--- src/logic/pes_defs.vh ---
`ifndef PES_DEFS_VH
`define PES_DEFS_VH

// event block length in bytes; enable register sits at half of it
`define PES_EVT_BLOCK_LEN      8'h04
`define PES_STATUS_OFS         8'h00
`define PES_ENABLE_OFS         8'h02

// bit positions in status; enable shares all of them except BUSM and WAKE
`define PES_BIT_TIMER          0
`define PES_BIT_BUSM           4
`define PES_BIT_GLOBAL         5
`define PES_BIT_PWRBTN         8
`define PES_BIT_SLPBTN         9
`define PES_BIT_ALARM          10
`define PES_BIT_WAKE           15

// implemented-bit masks
`define PES_STATUS_MASK        16'h8731
`define PES_ENABLE_MASK        16'h0721

`define PES_ENABLE_RESET       16'h0000
`define PES_STATUS_RESET       16'h0000

// sleep state codes on i_sleep_state
`define PES_SLP_S0             3'h0
`define PES_SLP_S4             3'h4
`define PES_SLP_S5             3'h5

`endif

--- src/logic/pes_event_block.v ---
`include "pes_defs.vh"

module pes_event_block #(
  parameter [15:0] BLOCK_BITS = 16'hFFFF
) (
  input  wire        i_clk_sys,
  input  wire        i_rst_n,
  input  wire [7:0]  i_reg_addr,
  input  wire        i_reg_wr,
  input  wire        i_reg_rd,
  input  wire [1:0]  i_reg_be,
  input  wire [15:0] i_reg_wdata,
  output reg  [15:0] o_reg_rdata,
  input  wire        i_alarm_irq,
  input  wire        i_power_button,
  input  wire        i_sleep_button,
  input  wire        i_counter_msb,
  input  wire        i_firmware_attention,
  input  wire        i_bus_master_req,
  input  wire [2:0]  i_sleep_state,
  input  wire        i_off_to_working,
  input  wire        i_alarm_wake_deep_flag,
  input  wire        i_interrupt_route_select,
  output wire        o_system_control_interrupt,
  output wire        o_system_management_interrupt,
  output reg         o_wake_request
);
  reg        rst_s1_q;
  reg        rst_s2_q;
  wire       rst_n;
  reg [15:0] event_status_q;
  reg [15:0] event_status_d;
  reg [15:0] event_enable_q;
  reg [15:0] event_enable_d;
  reg        msb_prev_q;
  reg        attn_prev_q;
  wire       alarm_lvl;
  wire       alarm_rise;
  wire       pwr_lvl;
  wire       pwr_rise;
  wire       slp_lvl;
  wire       slp_rise;
  wire       msb_lvl;
  wire       attn_lvl;
  wire       busm_lvl;
  wire       sleeping;
  wire       deep_sleep;
  wire       alarm_wake_ok;
  wire       wake_event;
  wire       status_hit;
  wire       pm_event;
  wire       wr_status;
  wire       wr_enable;
  wire [15:0] be_mask;
  wire [15:0] hw_set;
  wire [15:0] sw_clear;

  always @(posedge i_clk_sys or negedge i_rst_n) begin
    if (!i_rst_n) begin
      rst_s1_q <= 1'b0;
      rst_s2_q <= 1'b0;
    end else begin
      rst_s1_q <= 1'b1;
      rst_s2_q <= rst_s1_q;
    end
  end
  assign rst_n = rst_s2_q;

  pes_pin_sync u_sync_alarm (
    .i_clk_sys (i_clk_sys),
    .i_rst_n   (rst_n),
    .i_pin     (i_alarm_irq),
    .o_level   (alarm_lvl),
    .o_rise    (alarm_rise)
  );
  pes_pin_sync u_sync_pwr (
    .i_clk_sys (i_clk_sys),
    .i_rst_n   (rst_n),
    .i_pin     (i_power_button),
    .o_level   (pwr_lvl),
    .o_rise    (pwr_rise)
  );
  pes_pin_sync u_sync_slp (
    .i_clk_sys (i_clk_sys),
    .i_rst_n   (rst_n),
    .i_pin     (i_sleep_button),
    .o_level   (slp_lvl),
    .o_rise    (slp_rise)
  );
  pes_pin_sync u_sync_msb (
    .i_clk_sys (i_clk_sys),
    .i_rst_n   (rst_n),
    .i_pin     (i_counter_msb),
    .o_level   (msb_lvl),
    .o_rise    ()
  );
  pes_pin_sync u_sync_attn (
    .i_clk_sys (i_clk_sys),
    .i_rst_n   (rst_n),
    .i_pin     (i_firmware_attention),
    .o_level   (attn_lvl),
    .o_rise    ()
  );
  pes_pin_sync u_sync_busm (
    .i_clk_sys (i_clk_sys),
    .i_rst_n   (rst_n),
    .i_pin     (i_bus_master_req),
    .o_level   (busm_lvl),
    .o_rise    ()
  );

  always @(posedge i_clk_sys or negedge rst_n) begin
    if (!rst_n) begin
      msb_prev_q  <= 1'b0;
      attn_prev_q <= 1'b0;
    end else begin
      msb_prev_q  <= msb_lvl;
      attn_prev_q <= attn_lvl;
    end
  end

  // sleep state decode
  assign sleeping   = (i_sleep_state != `PES_SLP_S0);
  assign deep_sleep = (i_sleep_state == `PES_SLP_S4) || (i_sleep_state == `PES_SLP_S5);
  // alarm wake from s4 or s5 needs the platform flag
  assign alarm_wake_ok = ~deep_sleep | i_alarm_wake_deep_flag;

  // wake sources while sleeping; power button wakes without its enable
  assign wake_event = sleeping & (
      pwr_rise
    | (slp_rise & event_enable_q[`PES_BIT_SLPBTN])
    | (alarm_rise & event_enable_q[`PES_BIT_ALARM] & alarm_wake_ok));

  assign hw_set = {
      wake_event,
      4'h0,
      alarm_rise & (~sleeping | alarm_wake_ok),
      slp_rise,
      pwr_rise,
      2'b00,
      attn_lvl & ~attn_prev_q,
      busm_lvl,
      3'b000,
      msb_lvl ^ msb_prev_q
    } & `PES_STATUS_MASK & BLOCK_BITS;

  // byte or word writes
  assign be_mask   = {{8{i_reg_be[1]}}, {8{i_reg_be[0]}}};
  assign wr_status = i_reg_wr & (i_reg_addr == `PES_STATUS_OFS);
  assign wr_enable = i_reg_wr & (i_reg_addr == `PES_ENABLE_OFS);
  assign sw_clear  = wr_status ? (i_reg_wdata & be_mask) : 16'h0000;

  always @* begin
    // set wins over clear
    event_status_d = ((event_status_q & ~sw_clear) | hw_set)
                     & `PES_STATUS_MASK & BLOCK_BITS;
    event_enable_d = event_enable_q;
    if (i_off_to_working) begin
      event_enable_d = `PES_ENABLE_RESET;
    end else if (wr_enable) begin
      event_enable_d = ((event_enable_q & ~be_mask) | (i_reg_wdata & be_mask))
                       & `PES_ENABLE_MASK & BLOCK_BITS;
    end
  end

  always @(posedge i_clk_sys or negedge rst_n) begin
    if (!rst_n) begin
      event_status_q <= `PES_STATUS_RESET;
      event_enable_q <= `PES_ENABLE_RESET;
      o_wake_request <= 1'b0;
    end else begin
      event_status_q <= event_status_d;
      event_enable_q <= event_enable_d;
      o_wake_request <= event_status_d[`PES_BIT_WAKE] & sleeping;
    end
  end

  // reads: reserved and absent bits are zero
  always @(posedge i_clk_sys or negedge rst_n) begin
    if (!rst_n) begin
      o_reg_rdata <= 16'h0000;
    end else if (i_reg_rd) begin
      case (i_reg_addr)
        `PES_STATUS_OFS: o_reg_rdata <= event_status_q & be_mask;
        `PES_ENABLE_OFS: o_reg_rdata <= event_enable_q & be_mask;
        default:         o_reg_rdata <= 16'h0000;
      endcase
    end
  end

  // status ANDed with enable, held until either is cleared
  assign status_hit = (event_status_q[`PES_BIT_TIMER]  & event_enable_q[`PES_BIT_TIMER])
                    | (event_status_q[`PES_BIT_GLOBAL] & event_enable_q[`PES_BIT_GLOBAL])
                    | (event_status_q[`PES_BIT_PWRBTN] & event_enable_q[`PES_BIT_PWRBTN])
                    | (event_status_q[`PES_BIT_SLPBTN] & event_enable_q[`PES_BIT_SLPBTN])
                    | (event_status_q[`PES_BIT_ALARM]  & event_enable_q[`PES_BIT_ALARM]);
  assign pm_event = status_hit & ~sleeping;
  assign o_system_control_interrupt    = pm_event & i_interrupt_route_select;
  assign o_system_management_interrupt = pm_event & ~i_interrupt_route_select;
endmodule // pes_event_block

--- src/logic/pes_pin_sync.v ---
module pes_pin_sync (
  input  wire i_clk_sys,
  input  wire i_rst_n,
  input  wire i_pin,
  output reg  o_level,
  output wire o_rise
);
  reg s1_q;
  reg s2_q;
  reg s3_q;

  always @(posedge i_clk_sys or negedge i_rst_n) begin
    if (!i_rst_n) begin
      s1_q    <= 1'b0;
      s2_q    <= 1'b0;
      s3_q    <= 1'b0;
      o_level <= 1'b0;
    end else begin
      s1_q <= i_pin;
      s2_q <= s1_q;
      s3_q <= s2_q;
      if (s2_q == s3_q) begin
        o_level <= s3_q;
      end
    end
  end

  // rise counts once the second and third stages agree high
  assign o_rise = s2_q & s3_q & ~o_level;
endmodule // pes_pin_sync

--- config.mk ---
export PLATFORM = sky130hd
export DESIGN_NAME = pes_event_block
export DESIGN_NICKNAME = d
export VERILOG_FILES = /design/src/logic/pes_event_block.v /design/src/logic/pes_pin_sync.v
export VERILOG_INCLUDE_DIRS = /design/src /design/src/logic
export SDC_FILE = /design/constraint.sdc
export NUM_CORES = 1
export LEC_CHECK = 0
export BUFFER_PORTS_ARGS = -buffer_cell sky130_fd_sc_hd__buf_2
export CAP_MARGIN = 10
export CORE_ASPECT_RATIO = 0.8
export CORE_MARGIN = 10
export CORE_UTILIZATION = 30
export DETAILED_ROUTE_END_ITERATION = 10
export GPL_TIMING_DRIVEN = 0
export HOLD_SLACK_MARGIN = 0.05
export PLACE_DENSITY = 0.64
export SLEW_MARGIN = 40
export SYNTH_ARGS = -nofsm -noshare
export SYNTH_HDL_FRONTEND = slang
export SYNTH_SLANG_ARGS = --single-unit
--- constraint.sdc ---
create_clock -name i_clk_sys -period 3.6 [get_ports i_clk_sys]
set_clock_uncertainty 0.05 [all_clocks]
set_input_delay 0.72 -clock i_clk_sys [delete_from_list [all_inputs] [get_ports i_clk_sys]]
set_output_delay 0.72 -clock i_clk_sys [all_outputs]
set_load 0.1 [all_outputs]
==> out/results.txt, run 1 <==
status: finished, final reports clean
io pins: 61
total design power: 1.07 mW
Rows: 25
first-pass iteration count of the detailed router: 4
Top Registers: event_status_q x7, o_reg_rdata x7, event_enable_q x5
vias per cell: 4.27
Slew Viols, Final: 0
most frequent cells in the layout: dfrtp_1, buf_2, buf_4, mux2i_1, conb_1
CTS tree: built
hold crit path type: input port to asynchronous set/reset pin
CTS Buf Count: 5
Crit. End Element: primary output
WP data arrival: 1950 ps
port bufs: 40
die width: 109 um
vias in the first global route: 1308
R2R depth: 5
Total Nets Final: 248
grt total ovfl: 0
max-cap viol count: 0
die footprint: 10000 um2
most common cell after layout, fill and taps aside: dfrtp_1
largest net degree at the start of global routing: 25
final setup fails: 0
Syn Inst Count: 147
HPWL Detailed: 3.01 mm
initial antenna violation count: 0
CTS Sinks: 48
depth of the CTS H-tree: 2
starting DRC count in detailed routing: 41
CTS resizes: 0
Initial Utilization: 31.7%
fmax: 368 MHz
critical path fanouts, max: 2
pwr dens: 450 nW/um2
global-route wire length before repair: 6.17 mm
leakage power: 1.15 nW
Avg Inst Size Synth: 13.0 um2
n_diodes: 0
routed via count: 1218
routed wire length: 3.75 mm
Setup Fix Bufs, Post-CTS: 0
Synth Register Bits: 48
Netlist cell types: 35
Max Buffers Root-to-Sink: 2
final cell count without fillers: 285
layout cells sized above 1: 33.8%
maximum vdd drop: 0.000252 V
filler instances: 572
Core ar.: 6040 um2
final instance area: 2390 um2
number of hold buffers added after CTS: 0
Final Critical Period: 2720 ps
WL/cell: 13.1 um
sequential cell area fraction in the yosys report: 62.7%
RSZ-0062 raised after global routing: no
Clock transition at path regs: 90 ps
Routed Antenna Nets: 0
worst skew pair latency: 290 ps
Area growth syn-to-layout: 24.8%
Worst R2R Setup Slack: 2180 ps
Worst setup endpoint: o_system_management_interrupt
Crit Reg-Reg Endpoint: o_wake_request$_DFF_PN0_
CTS Root Cell: clkbuf_8
placed instance count: 277
Cell Area, Synth: 1910 um2
RD Place Congestion: 0.785
setup_tns: 0 ps
Crit Path Class: input port to primary output
yosys warns: 0
Critical Path RT: 2830 ps
DRC: 0
CP startpoint: i_sleep_state[0]
Placed Instance Area: 2280 um2
Worst setup SP type: input port
GR Util All Layers: 7.74%
final worst-path cycle share: 75.4%
FF-to-FF Start: u_sync_slp.s3_q$_DFF_PN0_
Final Hold Fails: 0
Die Span Y: 91.5 um
[synth_stat cells, drive strengths merged]
library cell | count | area, um2
nor2b | 4 | 25.0
nor4 | 1 | 21.3
xnor2 | 1 | 8.76
a21oi | 1 | 5.00
o32ai | 1 | 16.3
a22oi | 1 | 7.51
inv | 9 | 33.8
a222oi | 1 | 10.0
a21o | 5 | 37.5
and4b | 1 | 10.0
nand2 | 6 | 30.0
nand4b | 1 | 8.76
nor2 | 6 | 22.5
nand3 | 4 | 20.0
nand2b | 1 | 6.26
and2 | 2 | 12.5
nand4 | 2 | 12.5
o22ai | 6 | 37.5
clkbuf | 2 | 17.5
and3 | 1 | 11.3
nor4bb | 1 | 10.0
ha | 3 | 37.5
a31o | 1 | 8.76
dfrtp | 48 | 1200
buf | 10 | 75.1
nor3 | 2 | 10.0
o21ai | 5 | 25.0
conb | 2 | 7.51
maj3 | 3 | 30.0
nor3b | 2 | 15.0
mux2i | 10 | 100
mux2 | 3 | 33.8
or3 | 1 | 6.26
[routing by layer]
metal / global-route usage [%] / share of wire (%) / vias up
met2: 12.0 / 46 / 38
met1: 9.63 / 45 / 570
li1: - / - / 606
met5: 0 / 0 / -
met3: 3.18 / 8.4 / 4
met4: 2.27 / 0.61 / 0
[worst min-delay path by stage]
stage,end,slack (ps),cells past startpoint
2_1_floorplan,rst_n$_DFF_PN0_,280,0
3_3_place_gp,u_sync_slp.s2_q$_DFF_PN0_,280,0
3_5_place_dp,u_sync_attn.s1_q$_DFF_PN0_,190,0
4_1_cts,rst_n$_DFF_PN0_,130,1
5_1_grt,rst_n$_DFF_PN0_,120,1
6_report,rst_n$_DFF_PN0_,140,1
[cell type report]
type                            count  area [um2]  area share [%]
Buffer                             12        92.6            3.88
Clock buffer                        5        68.8            2.88
Clock inverter                      3        42.5            1.78
Inverter                            9        33.8            1.41
Multi-Input combinational cell     86         617            25.8
Sequential cell                    48        1200            50.4
Tap cell                           81         101            4.24
Timing Repair Buffer               41         228            9.53
[stage by stage]
step / util, % / hold slack, ps / setup slack, ps
2_1_floorplan: - / 281 / 243
3_3_place_gp: 37.2 / 283 / 898
3_5_place_dp: 37.7 / 187 / 885
4_1_cts: 39.6 / 128 / 880
5_1_grt: 39.6 / 119 / 805
6_report: 39.6 / 139 / 885
[report_power, final]
| group | switching [mW] | internal, mW |
|---|---|---|
| Combinational | 0.0766 | 0.0420 |
| Clock | 0.173 | 0.205 |
| Sequential | 0.0160 | 0.562 |
[critical path, cell delays in order]
cell     delay (ps)
buf_2           100
or3_1           380
a21oi_1         170
nor2b_1         150
buf_2           430
[logic make-up after synthesis]
| logic type | synth area share [%] |
|---|---|
| DFF | 62.7 |
| and+or+nand+nor | 11.6 |
| buffers and inverters | 6.60 |
| muxes | 6.99 |
| adders and majority gates | 3.53 |
| xor gates and xnor gates | 0.458 |
| other | 0.392 |
| AOI/OAI and AO/OA | 7.71 |
No activity file was read; power rests on OpenSTA's default activity.
==> run 2, diff against run 1 <==
Clock period 3.6 ns to 2.8 ns, I/O delays scaled along.
==> out/results.txt, run 2 (same netlist as run 1, synthesis figures left out) <==
most frequent cells in the layout: dfrtp_1, buf_2, buf_4, mux2i_1, conb_1
power share of the sequential group: 56.6%
leakage power: 1.14 nW
initial antenna violation count: 0
Rows: 25
layout cells sized above 1: 33.2%
routed wire length: 3.70 mm
WP data arrival: 1810 ps
Final Worst Setup Slack: 385 ps
placed instance count: 277
clock power share: 31.7%
hold_ws: 179 ps
DR top layer: met4
largest net degree at the start of global routing: 25
Initial Utilization: 31.7%
port bufs: 40
Routed Antenna Nets: 0
CTS Buf Count: 5
RD Place Congestion: 0.803
Metal-1 WL: 1.67 mm
switching power: 333 uW
final cell count without fillers: 286
WL/cell: 12.9 um
internal power: 979 uW
Critical Path RT: 2190 ps
fmax: 414 MHz
grt total ovfl: 0
Crit Path Class: input port to primary output
global-route wire length before repair: 6.34 mm
RSZ-0062 raised after global routing: no
post-place setup slack: 358 ps
pwr dens: 552 nW/um2
CTS Sinks: 48
io pins: 61
Setup Fix Bufs, Post-CTS: 0
vias in the first global route: 1332
Top Registers: event_status_q x7, o_reg_rdata x7, event_enable_q x5
routed via count: 1200
CTS Root Cell: clkbuf_8
first-pass iteration count of the detailed router: 4
max-cap viol count: 0
n_diodes: 0
Worst setup SP type: input port
final instance area: 2380 um2
Final Hold Fails: 0
hold crit path type: register to asynchronous set/reset pin
Final Critical Period: 2420 ps
GR Util All Layers: 7.82%
combinational share of power: 11.7%
switching portion of total power: 25.4%
Crit. End Element: primary output
final worst-path cycle share: 86.3%
worst skew pair latency: 290 ps
final setup fails: 0
Placed Instance Area: 2280 um2
most common cell after layout, fill and taps aside: dfrtp_1
Clock transition at path regs: 80 ps
CTS resizes: 0
die footprint: 10000 um2
DRC: 0
CTS tree: built
HPWL Detailed: 2.96 mm
Max Buffers Root-to-Sink: 2
routed wl met2: 1.71 mm
Die Span Y: 91.5 um
Area growth syn-to-layout: 24.3%
Core ar.: 6040 um2
die width: 109 um
status: finished, final reports clean
vias per cell: 4.20
setup_tns: 0 ps
Total Nets Final: 249
starting DRC count in detailed routing: 57
maximum vdd drop: 0.000243 V
depth of the CTS H-tree: 2
Slew Viols, Final: 0
critical path fanouts, max: 2
WL met3: 289 um
## run 2: changes by cell type in the layout (fill, tap and decap cells not counted), sizes merged
cell	delta
clkinvlp	-1
clkbuf	+3
clkinv	-1
dlygate4sd3	+1
bufinv	-1
## run 2: routing by layer
layer	GRT usage (%)	up-vias
met1	9.68	558
met3	2.97	5
li1	-	608
met5	0	-
met4	2.27	0
met2	12.3	29
## run 2: layout make-up
class | count | area, um2
Fill cell | 582 | 3660
Sequential cell | 48 | 1200
Multi-Input combinational cell | 86 | 619
Timing Repair Buffer | 42 | 238
Tap cell | 81 | 101
Buffer | 12 | 92.6
Clock buffer | 8 | 90.1
Inverter | 9 | 33.8
## run 2: repair_timing
item / CTS / global route
hold endpoints to repair: 2 / 0
hold buffers: 1 / 0
endpoints found under the setup margin: 0 / 0
## run 2: metrics by stage
stage | total power [mW] | utilization (%)
3_3_place_gp | 0.902 | 37.2
2_1_floorplan | 0.864 | -
6_report | 1.31 | 39.4
5_1_grt | 1.38 | 39.4
4_1_cts | 1.33 | 39.4
3_5_place_dp | 0.912 | 37.8
## run 2: final timing paths
check	startpoint	to	slack, ps	cells past startpoint
hold reg to reg	rst_n$_DFF_PN0_	event_status_q[8]$_DFF_PN0_	180	0
hold / removal	rst_n$_DFF_PN0_	event_status_q[8]$_DFF_PN0_	180	0
setup / recovery	i_sleep_state[0]	o_system_management_interrupt	380	5
setup reg to reg	u_sync_slp.s3_q$_DFF_PN0_	o_wake_request$_DFF_PN0_	1410	5
min in group i_clk_sys	u_sync_pwr.s1_q$_DFF_PN0_	u_sync_pwr.s2_q$_DFF_PN0_	300	0
max in group asynchronous	i_rst_n	rst_n$_DFF_PN0_	2070	2
## run 2: worst max-delay path: stages
cell	delay (ps)
buf_2	100
or3_1	390
a21oi_1	170
nor2b_2	150
buf_2	420
## run 2: power groups by stage
stage	clock, mW	combinational, mW	sequential [mW]
global route	0.461	0.167	0.750
CTS	0.430	0.155	0.745
finish	0.416	0.153	0.743
global placement	0	0.140	0.762
floorplan	0	0.102	0.762
detailed placement	0	0.154	0.759
==> run 3, diff against run 2 <==
--- a/constraint.sdc
+++ b/constraint.sdc
@@ -4,2 +4,2 @@
 set_output_delay 0.56 -clock i_clk_sys [all_outputs]
-set_load 0.1 [all_outputs]
+set_load 0.01 [all_outputs]
==> out/results.txt, run 3 (same netlist as run 1, synthesis figures left out) <==
status: finished, final reports clean
global-route wire length before repair: 6.17 mm
CTS resizes: 0
WL/cell: 13.1 um
Core ar.: 6040 um2
most common cell after layout, fill and taps aside: dfrtp_1
routed via count: 1222
Max Buffers Root-to-Sink: 2
worst skew pair latency: 290 ps
Top Registers: event_status_q x7, o_reg_rdata x7, event_enable_q x5
CTS Root Cell: clkbuf_8
CTS Buf Count: 5
RSZ-0062 raised after global routing: no
Initial Utilization: 31.7%
Crit Path Class: register to primary output
fmax: 467 MHz
vias per cell: 4.27
routed wire length: 3.75 mm
Slew Viols, Final: 0
first-pass iteration count of the detailed router: 4
starting DRC count in detailed routing: 43
number of hold buffers added after CTS: 1
io pins: 61
layout cells sized above 1: 33.7%
placed instance count: 277
grt total ovfl: 0
critical path fanouts, max: 3
FF-to-FF Start: u_sync_slp.s3_q$_DFF_PN0_
vias in the first global route: 1315
Final Critical Period: 2140 ps
Worst R2R Setup Slack: 1380 ps
port bufs: 40
Total Nets Final: 249
CTS tree: built
Final Hold Fails: 0
largest net degree at the start of global routing: 25
CTS Sinks: 48
max-cap viol count: 0
maximum vdd drop: 0.000323 V
pwr dens: 554 nW/um2
die width: 109 um
Critical Path RT: 2190 ps
leakage power: 1.15 nW
Clock transition at path regs: 90 ps
initial antenna violation count: 0
final cell count without fillers: 286
Setup Fix Bufs, Post-CTS: 0
HPWL Detailed: 3.01 mm
Worst setup SP type: register
Rows: 25
final worst-path cycle share: 76.5%
GR Util All Layers: 7.74%
R2R depth: 5
CP startpoint: event_status_q[8]$_DFF_PN0_
most frequent cells in the layout: dfrtp_1, buf_2, buf_4, mux2i_1, conb_1
n_diodes: 0
die footprint: 10000 um2
setup_tns: 0 ps
RD Place Congestion: 0.785
WP data arrival: 1530 ps
Routed Antenna Nets: 0
final setup fails: 0
Worst setup endpoint: o_system_control_interrupt
Crit Reg-Reg Endpoint: o_wake_request$_DFF_PN0_
Crit. End Element: primary output
Area growth syn-to-layout: 25.3%
DRC: 0
Die Span Y: 91.5 um
hold crit path type: register to asynchronous set/reset pin
depth of the CTS H-tree: 2
==> run 3: area by class of cell <==
cell class                      instances  area, um2
Timing Repair Buffer                   42        238
Fill cell                             571       3640
Inverter                                9       33.8
Sequential cell                        48       1200
Clock inverter                          3       42.5
Buffer                                 12       92.6
Tap cell                               81        101
Multi-Input combinational cell         86        617
Clock buffer                            5       68.8
==> run 3: metal layers <==
| layer | vias to the layer above | global-route usage, % | share of wire [%] |
|---|---|---|---|
| met5 | - | 0 | 0 |
| met2 | 38 | 12.0 | 46 |
| met1 | 572 | 9.68 | 46 |
| met3 | 4 | 3.11 | 8.1 |
| li1 | 608 | - | - |
| met4 | 0 | 2.27 | 0.61 |
==> run 3: worst min-delay path by stage <==
stage                                            end  slack (ps)  cells after the start                      start
after floorplan                      rst_n$_DFF_PN0_         210                      0                    i_rst_n
after global placement     u_sync_slp.s2_q$_DFF_PN0_         280                      0  u_sync_slp.s1_q$_DFF_PN0_
after detailed placement  u_sync_attn.s1_q$_DFF_PN0_         190                      0            rst_n$_DFF_PN0_
after CTS                 u_sync_attn.s1_q$_DFF_PN0_         200                      0            rst_n$_DFF_PN0_
after global routing      u_sync_attn.s2_q$_DFF_PN0_         230                      0            rst_n$_DFF_PN0_
final                     u_sync_attn.s1_q$_DFF_PN0_         180                      0            rst_n$_DFF_PN0_
==> run 3: per-stage QoR <==
step	cell area [um2]	setup slack (ps)	power, mW	hold WS [ps]	util (%)
4_1_cts	2400	624	1.35	203	39.7
3_3_place_gp	2250	714	0.849	283	37.2
6_report	2400	659	1.33	183	39.7
2_1_floorplan	1940	909	0.811	214	-
5_1_grt	2400	590	1.40	231	39.7
3_5_place_dp	2280	702	0.859	187	37.7
==> run 3: worst max-delay path, stage by stage, from the launching register on <==
cell and delay, ps:
dfrtp_1 410, a222oi_1 380, a21oi_1 140, and2_1 180, buf_2 130
==> run 3: where the power goes <==
group	leakage [nW]	switching, mW	total (mW)	internal, mW
Combinational	0.532	0.0457	0.100	0.0544
Clock	0.0541	0.222	0.486	0.264
Sequential	0.564	0.0206	0.743	0.723
Total	1.15	0.288	1.33	1.04
